File: src/rtl/sblhr_params.svh
/*
 * Offsets, field positions, reset values and timing counts of the serial-bus
 * link host register bank.
 * Assumes it is included by its bare name from the design.
 */
`ifndef SBLHR_PARAMS_SVH
`define SBLHR_PARAMS_SVH

// ****************************************************************************
// Configuration space offsets
// ****************************************************************************
`define SBLHR_CFG_MISC        8'h44
`define SBLHR_CFG_PHY         8'h46
`define SBLHR_CFG_HIDE        8'hf4
`define SBLHR_CFG_MAKER       8'hf8
`define SBLHR_CFG_BAR         8'h10

// ****************************************************************************
// Memory window offsets
// ****************************************************************************
`define SBLHR_WIN_MASK        32'hfffff800
`define SBLHR_MEM_VERSION     11'h000
`define SBLHR_MEM_RETRY       11'h008
`define SBLHR_MEM_SWAP_DATA   11'h00c
`define SBLHR_MEM_SWAP_CMP    11'h010
`define SBLHR_MEM_SWAP_CTL    11'h014
`define SBLHR_MEM_ROM_HDR     11'h018
`define SBLHR_MEM_BUS_ID      11'h01c
`define SBLHR_MEM_BUS_OPT     11'h020
`define SBLHR_MEM_UID_HI      11'h024
`define SBLHR_MEM_UID_LO      11'h028
`define SBLHR_MEM_LINK_SET    11'h050
`define SBLHR_MEM_LINK_CLR    11'h054

// ****************************************************************************
// Serial-bus addresses of the management resources
// ****************************************************************************
`define SBLHR_BM_ADDR         48'hfffff000021c
`define SBLHR_BW_ADDR         48'hfffff0000220
`define SBLHR_CHH_ADDR        48'hfffff0000224
`define SBLHR_CHL_ADDR        48'hfffff0000228

// ****************************************************************************
// Reset values and field positions
// ****************************************************************************
`define SBLHR_BUS_ID_VAL      32'h31333934
`define SBLHR_BM_RST          32'h0000003f
`define SBLHR_BW_RST          32'h00001333
`define SBLHR_CH_RST          32'hffffffff
`define SBLHR_BM_MASK         32'h0000003f
`define SBLHR_BW_MASK         32'h00001fff
`define SBLHR_OPT_RST         32'hf0000002
`define SBLHR_OPT_MASK        32'hf0fff0c7
`define SBLHR_HDR_MASK        32'hff00ffff
`define SBLHR_LINK_MASK       32'h000e0000
`define SBLHR_VERSION_VAL     32'h00000100
`define SBLHR_MAKER_VAL       32'h00001234
`define SBLHR_DONE_BIT        31
`define SBLHR_SECONDS_MOD     3'h7
`define SBLHR_CYCLES_MOD      13'd8000

// ****************************************************************************
// Timing
// ****************************************************************************
`define SBLHR_CYCLE_NS        125000
`define SBLHR_CLK_NS          10
`define SBLHR_CYCLE_CLKS      (`SBLHR_CYCLE_NS / `SBLHR_CLK_NS)

`endif

File: src/rtl/sblhr_pkg.sv
/*
 * Types of the serial-bus link host register bank.
 * Assumes the parameter header is on the include path.
 */
`default_nettype none
package sblhr_pkg;

  // Host access: configuration or memory cycle.
  typedef struct packed {
    logic        cfg_req;
    logic        mem_req;
    logic        we;
    logic [31:0] addr;
    logic [3:0]  be;
    logic [31:0] wdata;
  } sblhr_host_req_type;

  // Serial-bus request toward a management resource.
  typedef struct packed {
    logic        req;
    logic        lock;
    logic [3:0]  len;
    logic [47:0] addr;
    logic [31:0] arg;
    logic [31:0] data;
  } sblhr_link_req_type;

  // Transmit retry setting handed to the transmit paths.
  typedef struct packed {
    logic [3:0] phys;
    logic [3:0] resp;
    logic [3:0] req;
  } sblhr_retry_type;

  typedef enum logic [2:0] {
    SBLHR_IDLE = 3'b001,
    SBLHR_SWAP = 3'b010,
    SBLHR_DONE = 3'b100
  } sblhr_state_type;

  typedef struct packed {
    sblhr_state_type state;
    logic        uid_lock;
    logic        hide;
    logic [1:0]  phy_ctl;
    logic [31:0] uid_hi;
    logic [31:0] uid_lo;
    logic [31:0] bar;
    logic [11:0] retry;
    logic [31:0] swap_data;
    logic [31:0] swap_cmp;
    logic        done;
    logic [1:0]  sel;
    logic [31:0] rom_hdr;
    logic [31:0] bus_opt;
    logic [31:0] link_ctl;
    logic [3:0][31:0] res;
    logic [2:0]  seconds;
    logic [12:0] cycles;
    logic [13:0] tick;
    logic [31:0] rdata;
    logic        abort;
    logic        ack_err;
    logic [31:0] lk_rdata;
  } sblhr_state_all_type;

endpackage : sblhr_pkg
`default_nettype wire

File: src/rtl/sblhr_regs.sv
/*
 * Host-visible register bank of a serial-bus link controller on a PCI-style
 * host bus: configuration bits, the 2 KB memory window and the
 * compare-and-swap management resources.
 * Assumes the host decoder presents one access per cycle with a one-cycle
 * answer, and that the link layer presents serial-bus reads and locks.
 */
`timescale 1ns/1ns
`default_nettype none
`include "sblhr_params.svh"

// Overview of operation
// - Lock bit makes unique-identifier words read-only; only PCI reset clears it.
// - Concatenation-disable zero allows mixed speeds except down to S100; one forbids.
// - Hide bit set makes later configuration cycles master-abort; PCI reset clears.
// - Decode a 2048-byte memory window at the programmed base address.
// - Either address of a set/clear pair reads contents; set address sets ones.
// - Clear address of a pair clears bits written as one, others kept.
// - Retry register shows read-only seconds mod 8 and cycles mod 8000.
// - Physical responses retry up to count in bits 11-8.
// - Software-queued responses retry up to count in bits 7-4.
// - Transmit requests retry up to count in bits 3-0.
// - Serial-bus compare-and-swap on management resources runs wholly in hardware.
// - Control write starts swap; done sets, data gets former resource value.
// - Only 32-bit reads and 32-bit locks reach management resources.
// - Done bit resets to one, sets on completion, clears on control write.
// - Select 00 manager, 01 bandwidth, 10 upper channels, 11 lower channels.
// - ROM header bits 31-24 hold bus info length, default zero.
// - ROM CRC loads from identifier ROM if present; software sets before link.
// - Bus identifier register always reads 31333934h.
// - Bus options bits 31-28 are capability bits resetting to capable.
// - Software programs clock accuracy and max write length before link enable.
// - ROM-changed bits 7-6 default zero; max speed bits 2-0 default 010.
module sblhr_regs (
  // Clock and resets
  input  wire logic                       clk,
  input  wire logic                       sys_rst,
  input  wire logic                       soft_rst,
  input  wire logic                       bus_rst,
  // Host access
  input  wire sblhr_pkg::sblhr_host_req_type host_req,
  output logic [31:0]                     host_rdata,
  output logic                            host_abort,
  // Identifier ROM
  input  wire logic                       rom_present,
  input  wire logic [15:0]                rom_crc,
  // Serial-bus resource access
  input  wire sblhr_pkg::sblhr_link_req_type link_req,
  output logic [31:0]                     link_rdata,
  output logic                            link_type_err,
  // Controls toward link and PHY
  output sblhr_pkg::sblhr_retry_type      retry_limits,
  output logic [2:0]                      retry_seconds,
  output logic [12:0]                     retry_cycles,
  output logic                            phy_isolated,
  output logic                            mixed_speed_ok,
  output logic [31:0]                     link_control
);

  sblhr_pkg::sblhr_state_all_type s_r;
  sblhr_pkg::sblhr_state_all_type s_nxt;

  // Decode of the current host access and of the serial-bus request.
  logic [10:0] off;
  logic        in_win;
  logic        hw;
  logic        lk_hit;
  logic [1:0]  lk_sel;
  logic [31:0] old_val;
  logic [31:0] rmask;

  // Resource mask by select code.
  function automatic logic [31:0] res_mask(input logic [1:0] sel);
    unique case (sel)
      2'b00:   res_mask = `SBLHR_BM_MASK;
      2'b01:   res_mask = `SBLHR_BW_MASK;
      default: res_mask = `SBLHR_CH_RST;
    endcase
  endfunction

  assign off    = host_req.addr[10:0];
  assign in_win = host_req.mem_req &&
                  ((host_req.addr & `SBLHR_WIN_MASK) == (s_r.bar & `SBLHR_WIN_MASK));
  assign hw     = in_win && host_req.we && (host_req.be == 4'hf);

  // ****************************************************************************
  // Serial-bus address decode
  // ****************************************************************************
  always_comb begin
    lk_hit = 1'b1;
    lk_sel = 2'b00;
    unique case (link_req.addr)
      `SBLHR_BM_ADDR:  lk_sel = 2'b00;
      `SBLHR_BW_ADDR:  lk_sel = 2'b01;
      `SBLHR_CHH_ADDR: lk_sel = 2'b10;
      `SBLHR_CHL_ADDR: lk_sel = 2'b11;
      default:         lk_hit = 1'b0;
    endcase
  end

  // The resource that a host swap works on, chosen by the latched select.
  assign old_val = s_r.res[s_r.sel];
  assign rmask   = res_mask(s_r.sel);

  always_comb begin
    // Host read data and pulses stand for one cycle, so they fall back to zero.
    s_nxt          = s_r;
    s_nxt.abort    = 1'b0;
    s_nxt.ack_err  = 1'b0;
    s_nxt.rdata    = 32'h0;

    // Cycle-time count for the retry window; wraps at 8 seconds and 8000 cycles.
    if (s_r.tick == 14'(`SBLHR_CYCLE_CLKS - 1)) begin
      s_nxt.tick = 14'h0;
      if (s_r.cycles == `SBLHR_CYCLES_MOD - 13'h1) begin
        s_nxt.cycles  = 13'h0;
        s_nxt.seconds = s_r.seconds + 3'h1;
      end else begin
        s_nxt.cycles = s_r.cycles + 13'h1;
      end
    end else begin
      s_nxt.tick = s_r.tick + 14'h1;
    end

    // ****************************************************************************
    // Configuration space
    // ****************************************************************************
    // A hidden function also drops its writes, so software cannot unhide it.
    if (host_req.cfg_req) begin
      if (s_r.hide) begin
        s_nxt.abort = 1'b1;
      end else if (host_req.we) begin
        unique case (host_req.addr[7:0])
          `SBLHR_CFG_MISC: s_nxt.uid_lock = s_r.uid_lock | host_req.wdata[0];
          `SBLHR_CFG_PHY:  s_nxt.phy_ctl  = host_req.wdata[1:0];
          `SBLHR_CFG_HIDE: s_nxt.hide     = s_r.hide | host_req.wdata[0];
          `SBLHR_CFG_BAR:  s_nxt.bar      = {host_req.wdata[31:7], 7'h0};
          default: ;
        endcase
      end else begin
        unique case (host_req.addr[7:0])
          `SBLHR_CFG_MISC:  s_nxt.rdata = {31'h0, s_r.uid_lock};
          `SBLHR_CFG_PHY:   s_nxt.rdata = {30'h0, s_r.phy_ctl};
          `SBLHR_CFG_HIDE:  s_nxt.rdata = {31'h0, s_r.hide};
          `SBLHR_CFG_MAKER: s_nxt.rdata = `SBLHR_MAKER_VAL;
          `SBLHR_CFG_BAR:   s_nxt.rdata = s_r.bar;
          default:          s_nxt.rdata = 32'h0;
        endcase
      end
    end

    // ****************************************************************************
    // Memory window
    // ****************************************************************************
    if (in_win && !host_req.we) begin
      unique case (off)
        `SBLHR_MEM_VERSION:   s_nxt.rdata = `SBLHR_VERSION_VAL;
        `SBLHR_MEM_RETRY:     s_nxt.rdata = {s_r.seconds, s_r.cycles, 4'h0, s_r.retry};
        `SBLHR_MEM_SWAP_DATA: s_nxt.rdata = s_r.swap_data;
        `SBLHR_MEM_SWAP_CMP:  s_nxt.rdata = s_r.swap_cmp;
        `SBLHR_MEM_SWAP_CTL:  s_nxt.rdata = {s_r.done, 29'h0, s_r.sel};
        `SBLHR_MEM_ROM_HDR:   s_nxt.rdata = s_r.rom_hdr;
        `SBLHR_MEM_BUS_ID:    s_nxt.rdata = `SBLHR_BUS_ID_VAL;
        `SBLHR_MEM_BUS_OPT:   s_nxt.rdata = s_r.bus_opt;
        `SBLHR_MEM_UID_HI:    s_nxt.rdata = s_r.uid_hi;
        `SBLHR_MEM_UID_LO:    s_nxt.rdata = s_r.uid_lo;
        `SBLHR_MEM_LINK_SET,
        `SBLHR_MEM_LINK_CLR:  s_nxt.rdata = s_r.link_ctl;
        default:              s_nxt.rdata = 32'h0;
      endcase
    end
    // Partial writes are dropped whole, so no field is left half old, half new.
    if (hw) begin
      unique case (off)
        `SBLHR_MEM_RETRY:     s_nxt.retry = host_req.wdata[11:0];
        `SBLHR_MEM_SWAP_DATA: s_nxt.swap_data = host_req.wdata;
        `SBLHR_MEM_SWAP_CMP:  s_nxt.swap_cmp  = host_req.wdata;
        `SBLHR_MEM_SWAP_CTL: begin
          s_nxt.sel   = host_req.wdata[1:0];
          s_nxt.done  = 1'b0;
          s_nxt.state = sblhr_pkg::SBLHR_SWAP;
        end
        `SBLHR_MEM_ROM_HDR:   s_nxt.rom_hdr = host_req.wdata & `SBLHR_HDR_MASK;
        `SBLHR_MEM_BUS_OPT:   s_nxt.bus_opt = host_req.wdata & `SBLHR_OPT_MASK;
        `SBLHR_MEM_UID_HI:    if (!s_r.uid_lock) s_nxt.uid_hi = host_req.wdata;
        `SBLHR_MEM_UID_LO:    if (!s_r.uid_lock) s_nxt.uid_lo = host_req.wdata;
        `SBLHR_MEM_LINK_SET:
          s_nxt.link_ctl = s_r.link_ctl | (host_req.wdata & `SBLHR_LINK_MASK);
        `SBLHR_MEM_LINK_CLR:
          s_nxt.link_ctl = s_r.link_ctl & ~(host_req.wdata & `SBLHR_LINK_MASK);
        default: ;
      endcase
    end

    // ****************************************************************************
    // Host compare-and-swap
    // ****************************************************************************
    unique case (s_r.state)
      sblhr_pkg::SBLHR_IDLE: ;
      sblhr_pkg::SBLHR_SWAP: begin
        // Reserved bits are masked on both sides, so they never decide a compare.
        if (old_val == (s_r.swap_cmp & rmask))
          s_nxt.res[s_r.sel] = s_r.swap_data & rmask;
        s_nxt.swap_data = old_val;
        s_nxt.state     = sblhr_pkg::SBLHR_DONE;
      end
      sblhr_pkg::SBLHR_DONE: begin
        s_nxt.done  = 1'b1;
        s_nxt.state = sblhr_pkg::SBLHR_IDLE;
      end
      default: s_nxt.state = sblhr_pkg::SBLHR_IDLE;
    endcase

    // ****************************************************************************
    // Serial-bus access, served with no host help; a host swap in flight wins
    // ****************************************************************************
    if (link_req.req && lk_hit) begin
      if (link_req.len != 4'h4) begin
        s_nxt.ack_err = 1'b1;
      end else begin
        s_nxt.lk_rdata = s_r.res[lk_sel];
        if (link_req.lock && s_r.state != sblhr_pkg::SBLHR_SWAP &&
            s_r.res[lk_sel] == (link_req.arg & res_mask(lk_sel)))
          s_nxt.res[lk_sel] = link_req.data & res_mask(lk_sel);
      end
    end

    if (rom_present && s_r.rom_hdr[15:0] == 16'h0 && s_r.state == sblhr_pkg::SBLHR_IDLE)
      s_nxt.rom_hdr[15:0] = rom_crc;

    // Bus reset restores the management resources only.
    if (bus_rst) begin
      s_nxt.res[0] = `SBLHR_BM_RST;
      s_nxt.res[1] = `SBLHR_BW_RST;
      s_nxt.res[2] = `SBLHR_CH_RST;
      s_nxt.res[3] = `SBLHR_CH_RST;
    end
    // Soft reset leaves identifier words and configuration bits alone.
    if (soft_rst) begin
      s_nxt.link_ctl = 32'h0;
      s_nxt.retry    = 12'h0;
      s_nxt.done     = 1'b1;
      s_nxt.state    = sblhr_pkg::SBLHR_IDLE;
    end
  end

  always_ff @(posedge clk) begin
    if (sys_rst) begin
      // Clear the whole state first, then restore the defaults that are not zero.
      s_r          <= '0;
      s_r.state    <= sblhr_pkg::SBLHR_IDLE;
      s_r.done     <= 1'b1;
      s_r.bus_opt  <= `SBLHR_OPT_RST;
      s_r.res[0]   <= `SBLHR_BM_RST;
      s_r.res[1]   <= `SBLHR_BW_RST;
      s_r.res[2]   <= `SBLHR_CH_RST;
      s_r.res[3]   <= `SBLHR_CH_RST;
    end else begin
      s_r <= s_nxt;
    end
  end

  // Outputs come straight from the state register.
  assign host_rdata     = s_r.rdata;
  assign host_abort     = s_r.abort;
  assign link_rdata     = s_r.lk_rdata;
  assign link_type_err  = s_r.ack_err;
  assign retry_limits   = s_r.retry;
  assign retry_seconds  = s_r.seconds;
  assign retry_cycles   = s_r.cycles;
  assign phy_isolated   = s_r.phy_ctl[1];
  assign mixed_speed_ok = ~s_r.phy_ctl[0];
  assign link_control   = s_r.link_ctl;

  // ****************************************************************************
  // Assertions
  // ****************************************************************************
  // Configuration, identifier and memory window checks.
  a_hide_aborts: assert property (@(posedge clk) disable iff (sys_rst)
    host_req.cfg_req && s_r.hide |=> host_abort) else $error("hidden function not aborted");

  a_hide_sticky: assert property (@(posedge clk) disable iff (sys_rst)
    s_r.hide |=> s_r.hide) else $error("hide bit cleared");

  a_lock_sticky: assert property (@(posedge clk) disable iff (sys_rst)
    s_r.uid_lock |=> s_r.uid_lock) else $error("lock bit cleared");

  a_uid_frozen: assert property (@(posedge clk) disable iff (sys_rst)
    s_r.uid_lock |=> $stable(s_r.uid_hi) && $stable(s_r.uid_lo)) else $error("uid changed");

  a_window_miss: assert property (@(posedge clk) disable iff (sys_rst)
    host_req.mem_req && !host_req.cfg_req && !in_win |=> host_rdata == 32'h0)
    else $error("read outside window answered");

  // Host swap and register checks.
  a_swap_done: assert property (@(posedge clk) disable iff (sys_rst || soft_rst)
    hw && off == `SBLHR_MEM_SWAP_CTL |=> !s_r.done ##1 !s_r.done ##1 s_r.done)
    else $error("swap done timing wrong");

  a_swap_old: assert property (@(posedge clk)
    disable iff (sys_rst || soft_rst || bus_rst)
    s_r.state == sblhr_pkg::SBLHR_SWAP |=> s_r.swap_data == $past(old_val))
    else $error("swap data not former value");

  a_set_clear: assert property (@(posedge clk) disable iff (sys_rst || soft_rst)
    hw && off == `SBLHR_MEM_LINK_CLR |=> (s_r.link_ctl & $past(host_req.wdata)) == 32'h0)
    else $error("clear failed");

  a_soft_clear: assert property (@(posedge clk) disable iff (sys_rst)
    soft_rst |=> s_r.done && s_r.link_ctl == 32'h0 && s_r.retry == 12'h0)
    else $error("soft reset left state");

  a_opt_reserved: assert property (@(posedge clk) disable iff (sys_rst)
    (s_r.bus_opt & ~`SBLHR_OPT_MASK) == 32'h0) else $error("bus options reserved bit set");

  a_hdr_reserved: assert property (@(posedge clk) disable iff (sys_rst)
    s_r.rom_hdr[23:16] == 8'h0) else $error("rom header reserved bits set");

  a_rom_crc: assert property (@(posedge clk) disable iff (sys_rst)
    rom_present && s_r.rom_hdr[15:0] == 16'h0 && s_r.state == sblhr_pkg::SBLHR_IDLE
    |=> s_r.rom_hdr[15:0] == $past(rom_crc)) else $error("rom crc not loaded");

  a_cycles_mod: assert property (@(posedge clk) disable iff (sys_rst)
    s_r.cycles < `SBLHR_CYCLES_MOD) else $error("cycles out of range");

  // Serial-bus resource checks.
  a_bad_len: assert property (@(posedge clk) disable iff (sys_rst)
    link_req.req && lk_hit && link_req.len != 4'h4 |=> link_type_err)
    else $error("bad length accepted");

  a_link_old: assert property (@(posedge clk) disable iff (sys_rst)
    link_req.req && lk_hit && link_req.len == 4'h4 |=> link_rdata == $past(s_r.res[lk_sel]))
    else $error("link read not former value");

  a_bus_reset: assert property (@(posedge clk) disable iff (sys_rst)
    bus_rst |=> s_r.res[0] == `SBLHR_BM_RST && s_r.res[1] == `SBLHR_BW_RST &&
    s_r.res[2] == `SBLHR_CH_RST && s_r.res[3] == `SBLHR_CH_RST)
    else $error("bus reset left resources");

  c_host_swap: cover property (@(posedge clk) s_r.state == sblhr_pkg::SBLHR_DONE);
  c_link_lock: cover property (@(posedge clk) link_req.req && link_req.lock && lk_hit);
  c_hidden: cover property (@(posedge clk) host_abort);
  c_type_err: cover property (@(posedge clk) link_type_err);
  c_bus_reset: cover property (@(posedge clk) bus_rst);

endmodule : sblhr_regs

`default_nettype wire

File: config.mk
export PLATFORM = sky130hd
export DESIGN_NAME = sblhr_regs
export DESIGN_NICKNAME = d
export VERILOG_FILES = /design/src/rtl/sblhr_pkg.sv /design/src/rtl/sblhr_regs.sv
export VERILOG_INCLUDE_DIRS = /design/src /design/src/rtl
export SDC_FILE = /design/constraint.sdc
export NUM_CORES = 1
export LEC_CHECK = 0
export ABC_CLOCK_PERIOD_IN_PS = 4300
export BUFFER_PORTS_ARGS = -buffer_cell sky130_fd_sc_hd__buf_2
export CAP_MARGIN = 20
export CORE_UTILIZATION = 55
export DETAILED_ROUTE_END_ITERATION = 8
export PLACE_DENSITY_LB_ADDON = 0.3
export SYNTH_ARGS = -nofsm -noshare
export SYNTH_HDL_FRONTEND = slang
export SYNTH_SLANG_ARGS = --single-unit
File: constraint.sdc
create_clock -name clk -period 4.3 [get_ports clk]
set_clock_uncertainty 0.15 [all_clocks]
set_input_delay 0.645 -clock clk [delete_from_list [all_inputs] [get_ports clk]]
set_output_delay 0.645 -clock clk [all_outputs]
set_load 0.05 [all_outputs]
==> results_dict.tcl, run 1 <==
set metrics [dict create \
    clock-sinks 447 \
    synth_edf_count 0 \
    cts_hold_buf 0 \
    ys.flop_type "dfxtp_1" \
    power_density_mw_per_mm2 347 \
    min_period_ns 4.11 \
    synth_cell_types 79 \
    grt_max_degree 157 \
    reg2reg_slack_ns 0.19 \
    viasPerCell 6.30 \
    ios 338 \
    slew_headroom 0.315 \
    arrival_ns 4.44 \
    die_area_mm2 0.0434 \
    ir_drop_mv 0.297 \
    hold_viol_final 0 \
    gr-total-overflow 0 \
    post-route-period-util 0.955 \
    design.core.area_mm2 0.0419 \
    crit_type "flop to flop" \
    slowest_delay_ns 0.54 \
    antenna_left 0 \
    critPathMaxFanout 22 \
    end_kind "flop" \
    syn_to_final_growth_pct 12.8 \
    regArea_mm2 0.00895 \
    setup_viol 0 \
    dr.pass1.iters 9 \
    yosys_warnings 0 \
    vias 22200 \
    mostFrequentLayoutCell "nand2_1" \
    final_cell_mix "468 x nand2_1, 445 x dfxtp_1, 307 x buf_2, 301 x nor2_1, 201 x a21oi_1" \
    timing.rr.start "s_r[320]" \
    power.leakage_nw 10.6 \
    post_cts_buffers 0 \
    cpMaxStageDelayCell "mux4_2" \
    setup_ws_ns 0.191 \
    num_rows 75 \
    clkLatencyLatePin_ns 0.61 \
    cts_tree "done" \
    synth_seq_cells 447 \
    syn_avg_cell_area_um2 8.36 \
    cp-start-kind "flop" \
    crit_required_ns 4.63 \
    drc 0 \
    fill_cells 3601 \
    critPathTopFamily "compound AO/OA/AOI/OAI gates" \
    io_buffer_count 308 \
    root_buffer "clkbuf_16" \
    fin_tns_setup_ns 0 \
    fmax_ghz 0.243 \
    cts.reportedPaths.clkPinSlew_ns 0.06 \
    htreeDepth 2 \
    outcome "complete, no violations" \
    start_util 0.558 \
    numCtsBuffers 49 \
    ys_seq_area_frac 0.382 \
    drt-initial-drc-count 2631 \
    clockBufferDepth 3 \
    antenna_found_initial 1 \
    grt_first_pass_wirelength_mm 124 \
    multi_input_area_mm2 0.0127 \
    hpwl_mm 58.2 \
    die-width_um 208 \
    maxSlewViolCount 0 \
    r2r-end "s_r[96]" \
    drive_above_1_share 0.213 \
    crit_path_end "s_r[96]" \
    async_flop_share 0 \
    final_nets 3158 \
    globalplace.congestion 0.974 \
    wire_per_inst_um 22.9 \
    die_height_um 208 \
    critPathBufInv 1 \
    worstMarginPinSlew_ns 1.03 \
    rsz0062_at_grt "false" \
    path_cells "buf_12 > mux4_2 > a221o_1 > a2111oi_0 > o2111ai_1 > a2111oi_2 > nand3_1 > mux2_2 > nor2_1 > mux2i_1" \
    hold_path_class "input pin to flop" \
    grt_pass1_vias 21200 \
    dpl_worst_slack_ns 0.0907 \
    critPathLaunch "s_r[320]" \
    syn-cell-area_mm2 0.0234 \
    grt.total_usage 0.363 \
    netlist_instances 2800 \
    wirelength_mm 80.5 \
    max_cap_viol_count 0 \
    critical_path_depth 10 \
    reg2reg_depth 10 \
    post_cts_resize_count 0 \
]
-- worst min-delay path: cells and delay by family --
family / cells / cell delay (ns)
buf+inv: 1 / 0.12
simple gates: 2 / 0.09
-- cell type report --
cell class                      instances  area share
Inverter                               29     0.00412
Tap cell                              539      0.0255
Clock inverter                         16     0.00754
Multi-Input combinational cell       2023       0.480
Sequential cell                       447       0.339
Clock buffer                           70      0.0551
Timing Repair Buffer                  395      0.0881
Antenna cell                            1   0.0000948
-- state kept, by name, summed over array words and instances, names as in the netlist, named ones only --
signal and flops:
retry_limits 12, s_r 349, phy_isolated 1, link_type_err 1, retry_seconds 3, host_rdata 32
retry_cycles 13, link_rdata 32, host_abort 1
-- power by group --
part           internal, mW  switching [mW]  total (mW)
logic                 0.193           0.413       0.606
clock network          2.54            1.82        4.36
registers              4.17          0.0305        4.20
-- layer usage --
layer  wire length [um]  vias to the layer above  track usage
li1                   -                    10100            -
met1              32800                    10800        0.479
met2              38100                     1128        0.592
met3               6760                      186       0.0673
met4               2840                        0        0.132
met5                  0                        -            0
-- through the flow --
| stage | instances | hold slack, ns | instance area (um2) | total power, mW | util |
|---|---|---|---|---|---|
| 2_1_floorplan | 2828 | 0.278 | 23500 | 4.63 | - |
| 3_3_place_gp | 3433 | 0.285 | 24700 | 4.87 | 0.590 |
| 3_5_place_dp | 3433 | 0.294 | 24700 | 4.88 | 0.590 |
| 4_1_cts | 3519 | 0.126 | 26400 | 9.16 | 0.629 |
| 5_1_grt | 3520 | 0.139 | 26400 | 9.41 | 0.629 |
| 6_report | 3520 | 0.134 | 26400 | 9.17 | 0.629 |
-- synthesized netlist by cell type (all sizes together), types with 37 or more instances --
| master | number | area share |
|---|---|---|
| mux2i | 149 | 0.064 |
| a222oi | 43 | 0.018 |
| o21ai | 43 | 0.0092 |
| clkbuf | 156 | 0.025 |
| nor2 | 308 | 0.049 |
| nor3 | 47 | 0.011 |
| a22oi | 42 | 0.013 |
| and3 | 38 | 0.010 |
| dfxtp | 447 | 0.38 |
| xor2 | 40 | 0.015 |
| a21oi | 202 | 0.043 |
| mux2 | 101 | 0.049 |
| nand3 | 91 | 0.019 |
| buf | 173 | 0.052 |
| and2 | 37 | 0.0099 |
| a311oi | 49 | 0.018 |
| nand2 | 468 | 0.075 |
-- worst min-delay path by stage --
stage                   from             to  slack, ns  cells past startpoint
4_1_cts         host_req[70]     host_abort       0.13                      3
3_5_place_dp        s_r[440]       s_r[440]       0.29                      2
3_3_place_gp   link_rdata[3]  link_rdata[3]       0.29                      2
6_report        host_req[70]     host_abort       0.13                      3
5_1_grt          link_req[6]       s_r[134]       0.14                      3
2_1_floorplan       s_r[124]       s_r[124]       0.28                      2
-- cell families (layout without fill, tap and decap cells) --
group	count (synthesis)	in the layout	synth area share
AND/OR/NAND/NOR	1126	1126	0.221
AO/OA/AOI/OAI	523	523	0.154
flip-flops	447	447	0.382
buffers and inverters	358	510	0.0816
multiplexers	272	272	0.133
XOR/XNOR	70	70	0.0262
adder cells (fa/ha/maj)	3	3	0.00160
other	1	30	0.000160
Power figures use the tool's default switching activity.
==> inputs of run 2 (changes only) <==
--- a/config.mk
+++ b/config.mk
@@ -9,8 +9,10 @@
 export ABC_CLOCK_PERIOD_IN_PS = 4300
 export BUFFER_PORTS_ARGS = -buffer_cell sky130_fd_sc_hd__buf_2
 export CAP_MARGIN = 20
+export CORE_MARGIN = 8
 export CORE_UTILIZATION = 55
 export DETAILED_ROUTE_END_ITERATION = 8
+export GPL_ROUTABILITY_DRIVEN = 0
 export PLACE_DENSITY_LB_ADDON = 0.3
 export SYNTH_ARGS = -nofsm -noshare
 export SYNTH_HDL_FRONTEND = slang
==> run 2 against run 1 <==
Compared with the run above: the flow now finishes with violations (DRC); global-route usage shrank 5.5 points; routed wire length hardly changed; clock power down 2%; critical path type unchanged.
==> results_dict.tcl, run 2 (same netlist as run 1, synthesis figures left out) <==
set metrics [dict create \
    antenna_left 0 \
    io_buffer_count 308 \
    root_buffer "clkbuf_16" \
    hpwl_mm 58.3 \
    post_cts_resize_count 0 \
    die-width_um 222 \
    mostFrequentLayoutCell "nand2_1" \
    p_int_mw 6.87 \
    clockBufferDepth 3 \
    max_cap_viol_count 0 \
    path_common_cell "mux2i_1" \
    cts_hold_buf 0 \
    clkLatencyLatePin_ns 0.61 \
    grt_max_degree 154 \
    htreeDepth 2 \
    start_util 0.558 \
    fmax_ghz 0.241 \
    fill_cells 3605 \
    min_period_ns 4.15 \
    dr.pass1.iters 9 \
    p_sw_frac 0.243 \
    syn_to_final_growth_pct 12.5 \
    maxSlewViolCount 0 \
    outcome "finished with violations" \
    viasPerCell 6.43 \
    largest_reg_flops 349 \
    rsz0062_at_grt "false" \
    slowest_delay_ns 0.57 \
    cts.reportedPaths.clkPinSlew_ns 0.07 \
    ir_drop_mv 0.242 \
    worstMarginPinSlew_ns 0.948 \
    critPathBufInv 2 \
    die_area_mm2 0.0494 \
    power_density_mw_per_mm2 345 \
    hold_viol_final 0 \
    final_nets 3152 \
    final_cell_mix "468 x nand2_1, 445 x dfxtp_1, 307 x buf_2, 301 x nor2_1, 201 x a21oi_1" \
    design.core.area_mm2 0.0419 \
    critPathTopFamily "compound AO/OA/AOI/OAI gates" \
    crit_required_ns 4.61 \
    clock-sinks 447 \
    antenna_found_initial 5 \
    wirelength_mm 80.5 \
    crit_type "flop to flop" \
    vias 22600 \
    drive_above_1_share 0.211 \
    end_kind "flop" \
    grt_pass1_vias 21900 \
    cp-start-kind "flop" \
    post_cts_buffers 0 \
    setup_ws_ns 0.146 \
    pwr-share-seq 0.464 \
    total_power_mw 9.08 \
    wire_per_inst_um 22.9 \
    slew_headroom 0.368 \
    numCtsBuffers 48 \
    cpMaxStageDelayCell "a2111oi_2" \
    max_flop_register "s_r" \
    gr-total-overflow 0 \
    arrival_ns 4.46 \
    power.leakage_nw 10.5 \
    critPathMaxFanout 22 \
    violations "DRC" \
    post-route-period-util 0.966 \
    grt.total_usage 0.308 \
    grt_first_pass_wirelength_mm 123 \
    drc 10 \
    p_sw_mw 2.20 \
    power_frac_comb 0.066 \
    ios 338 \
    hold_path_class "input pin to flop" \
    drt-initial-drc-count 3366 \
    setup_viol 0 \
    path_cells "buf_12 > buf_4 > mux2i_1 > nor3_1 > a2111oi_0 > nand4_1 > a2111oi_2 > nand3_1 > mux2_2 > nor2_1 > mux2i_1" \
    die_height_um 222 \
    num_rows 75 \
    cts_tree "done" \
    dpl_worst_slack_ns -0.117 \
    clkPwrFrac 0.470 \
]
-- run 2: cell count changes in the layout (fill, tap and decap cells not counted), moves of 2 or more --
cell,delta
buf_4,-4
clkbuf_1,+3
clkbuf_8,-5
clkinv_2,+5
clkinv_4,-2
diode_2,+3
inv_6,-3
-- run 2: tightest hold or removal path, delay by kind of cell --
family                 cells  cell delay [ns]
buffers and inverters      1             0.12
and+or+nand+nor            2             0.09
-- run 2: path summary, 6_finish.rpt --
| kind | start | to | slack (ns) | cells past startpoint |
|---|---|---|---|---|
| worst min register to register | link_rdata[5] | link_rdata[5] | 0.30 | 2 |
| worst max register to register | s_r[320] | s_r[96] | 0.15 | 11 |
| worst min-delay path | host_req[70] | host_abort | 0.14 | 3 |
| worst max-delay path | s_r[320] | s_r[96] | 0.15 | 11 |
-- run 2: layout make-up --
type                            count  area, um2  area share
Clock buffer                       68       1400      0.0531
Timing Repair Buffer              390       2280      0.0864
Tap cell                          539        674      0.0256
Clock inverter                     18        231     0.00879
Multi-Input combinational cell   2023      12700       0.482
Antenna cell                        4       10.0    0.000380
Inverter                           29        109     0.00413
Sequential cell                   447       8950       0.340
-- run 2: per-layer routing --
layer / up-vias / global-route usage / part of all wire
met1: 10800 / 0.378 / 0.38
met5: - / 0 / 0.00020
met2: 1418 / 0.503 / 0.47
met3: 346 / 0.0631 / 0.096
met4: 2 / 0.166 / 0.059
li1: 10100 / - / -
-- run 2: through the flow --
stage | utilization | cell area (um2) | instances | hold slack, ns | TNS, ns
6_report | 0.628 | 26300 | 3518 | 0.141 | 0
3_3_place_gp | 0.589 | 24700 | 3428 | 0.287 | -0.579
2_1_floorplan | - | 23500 | 2828 | 0.278 | 0
5_1_grt | 0.628 | 26300 | 3518 | 0.157 | 0
4_1_cts | 0.628 | 26300 | 3514 | 0.120 | 0
3_5_place_dp | 0.589 | 24700 | 3428 | 0.293 | -1.68
-- run 2: power by group through the flow --
stage / clock network, mW / registers, mW / logic (mW)
after floorplan: 0 / 4.28 / 0.349
after global placement: 0 / 4.30 / 0.564
after detailed placement: 0 / 4.30 / 0.576
after CTS: 4.29 / 4.21 / 0.579
after global routing: 4.47 / 4.21 / 0.633
final: 4.27 / 4.21 / 0.600
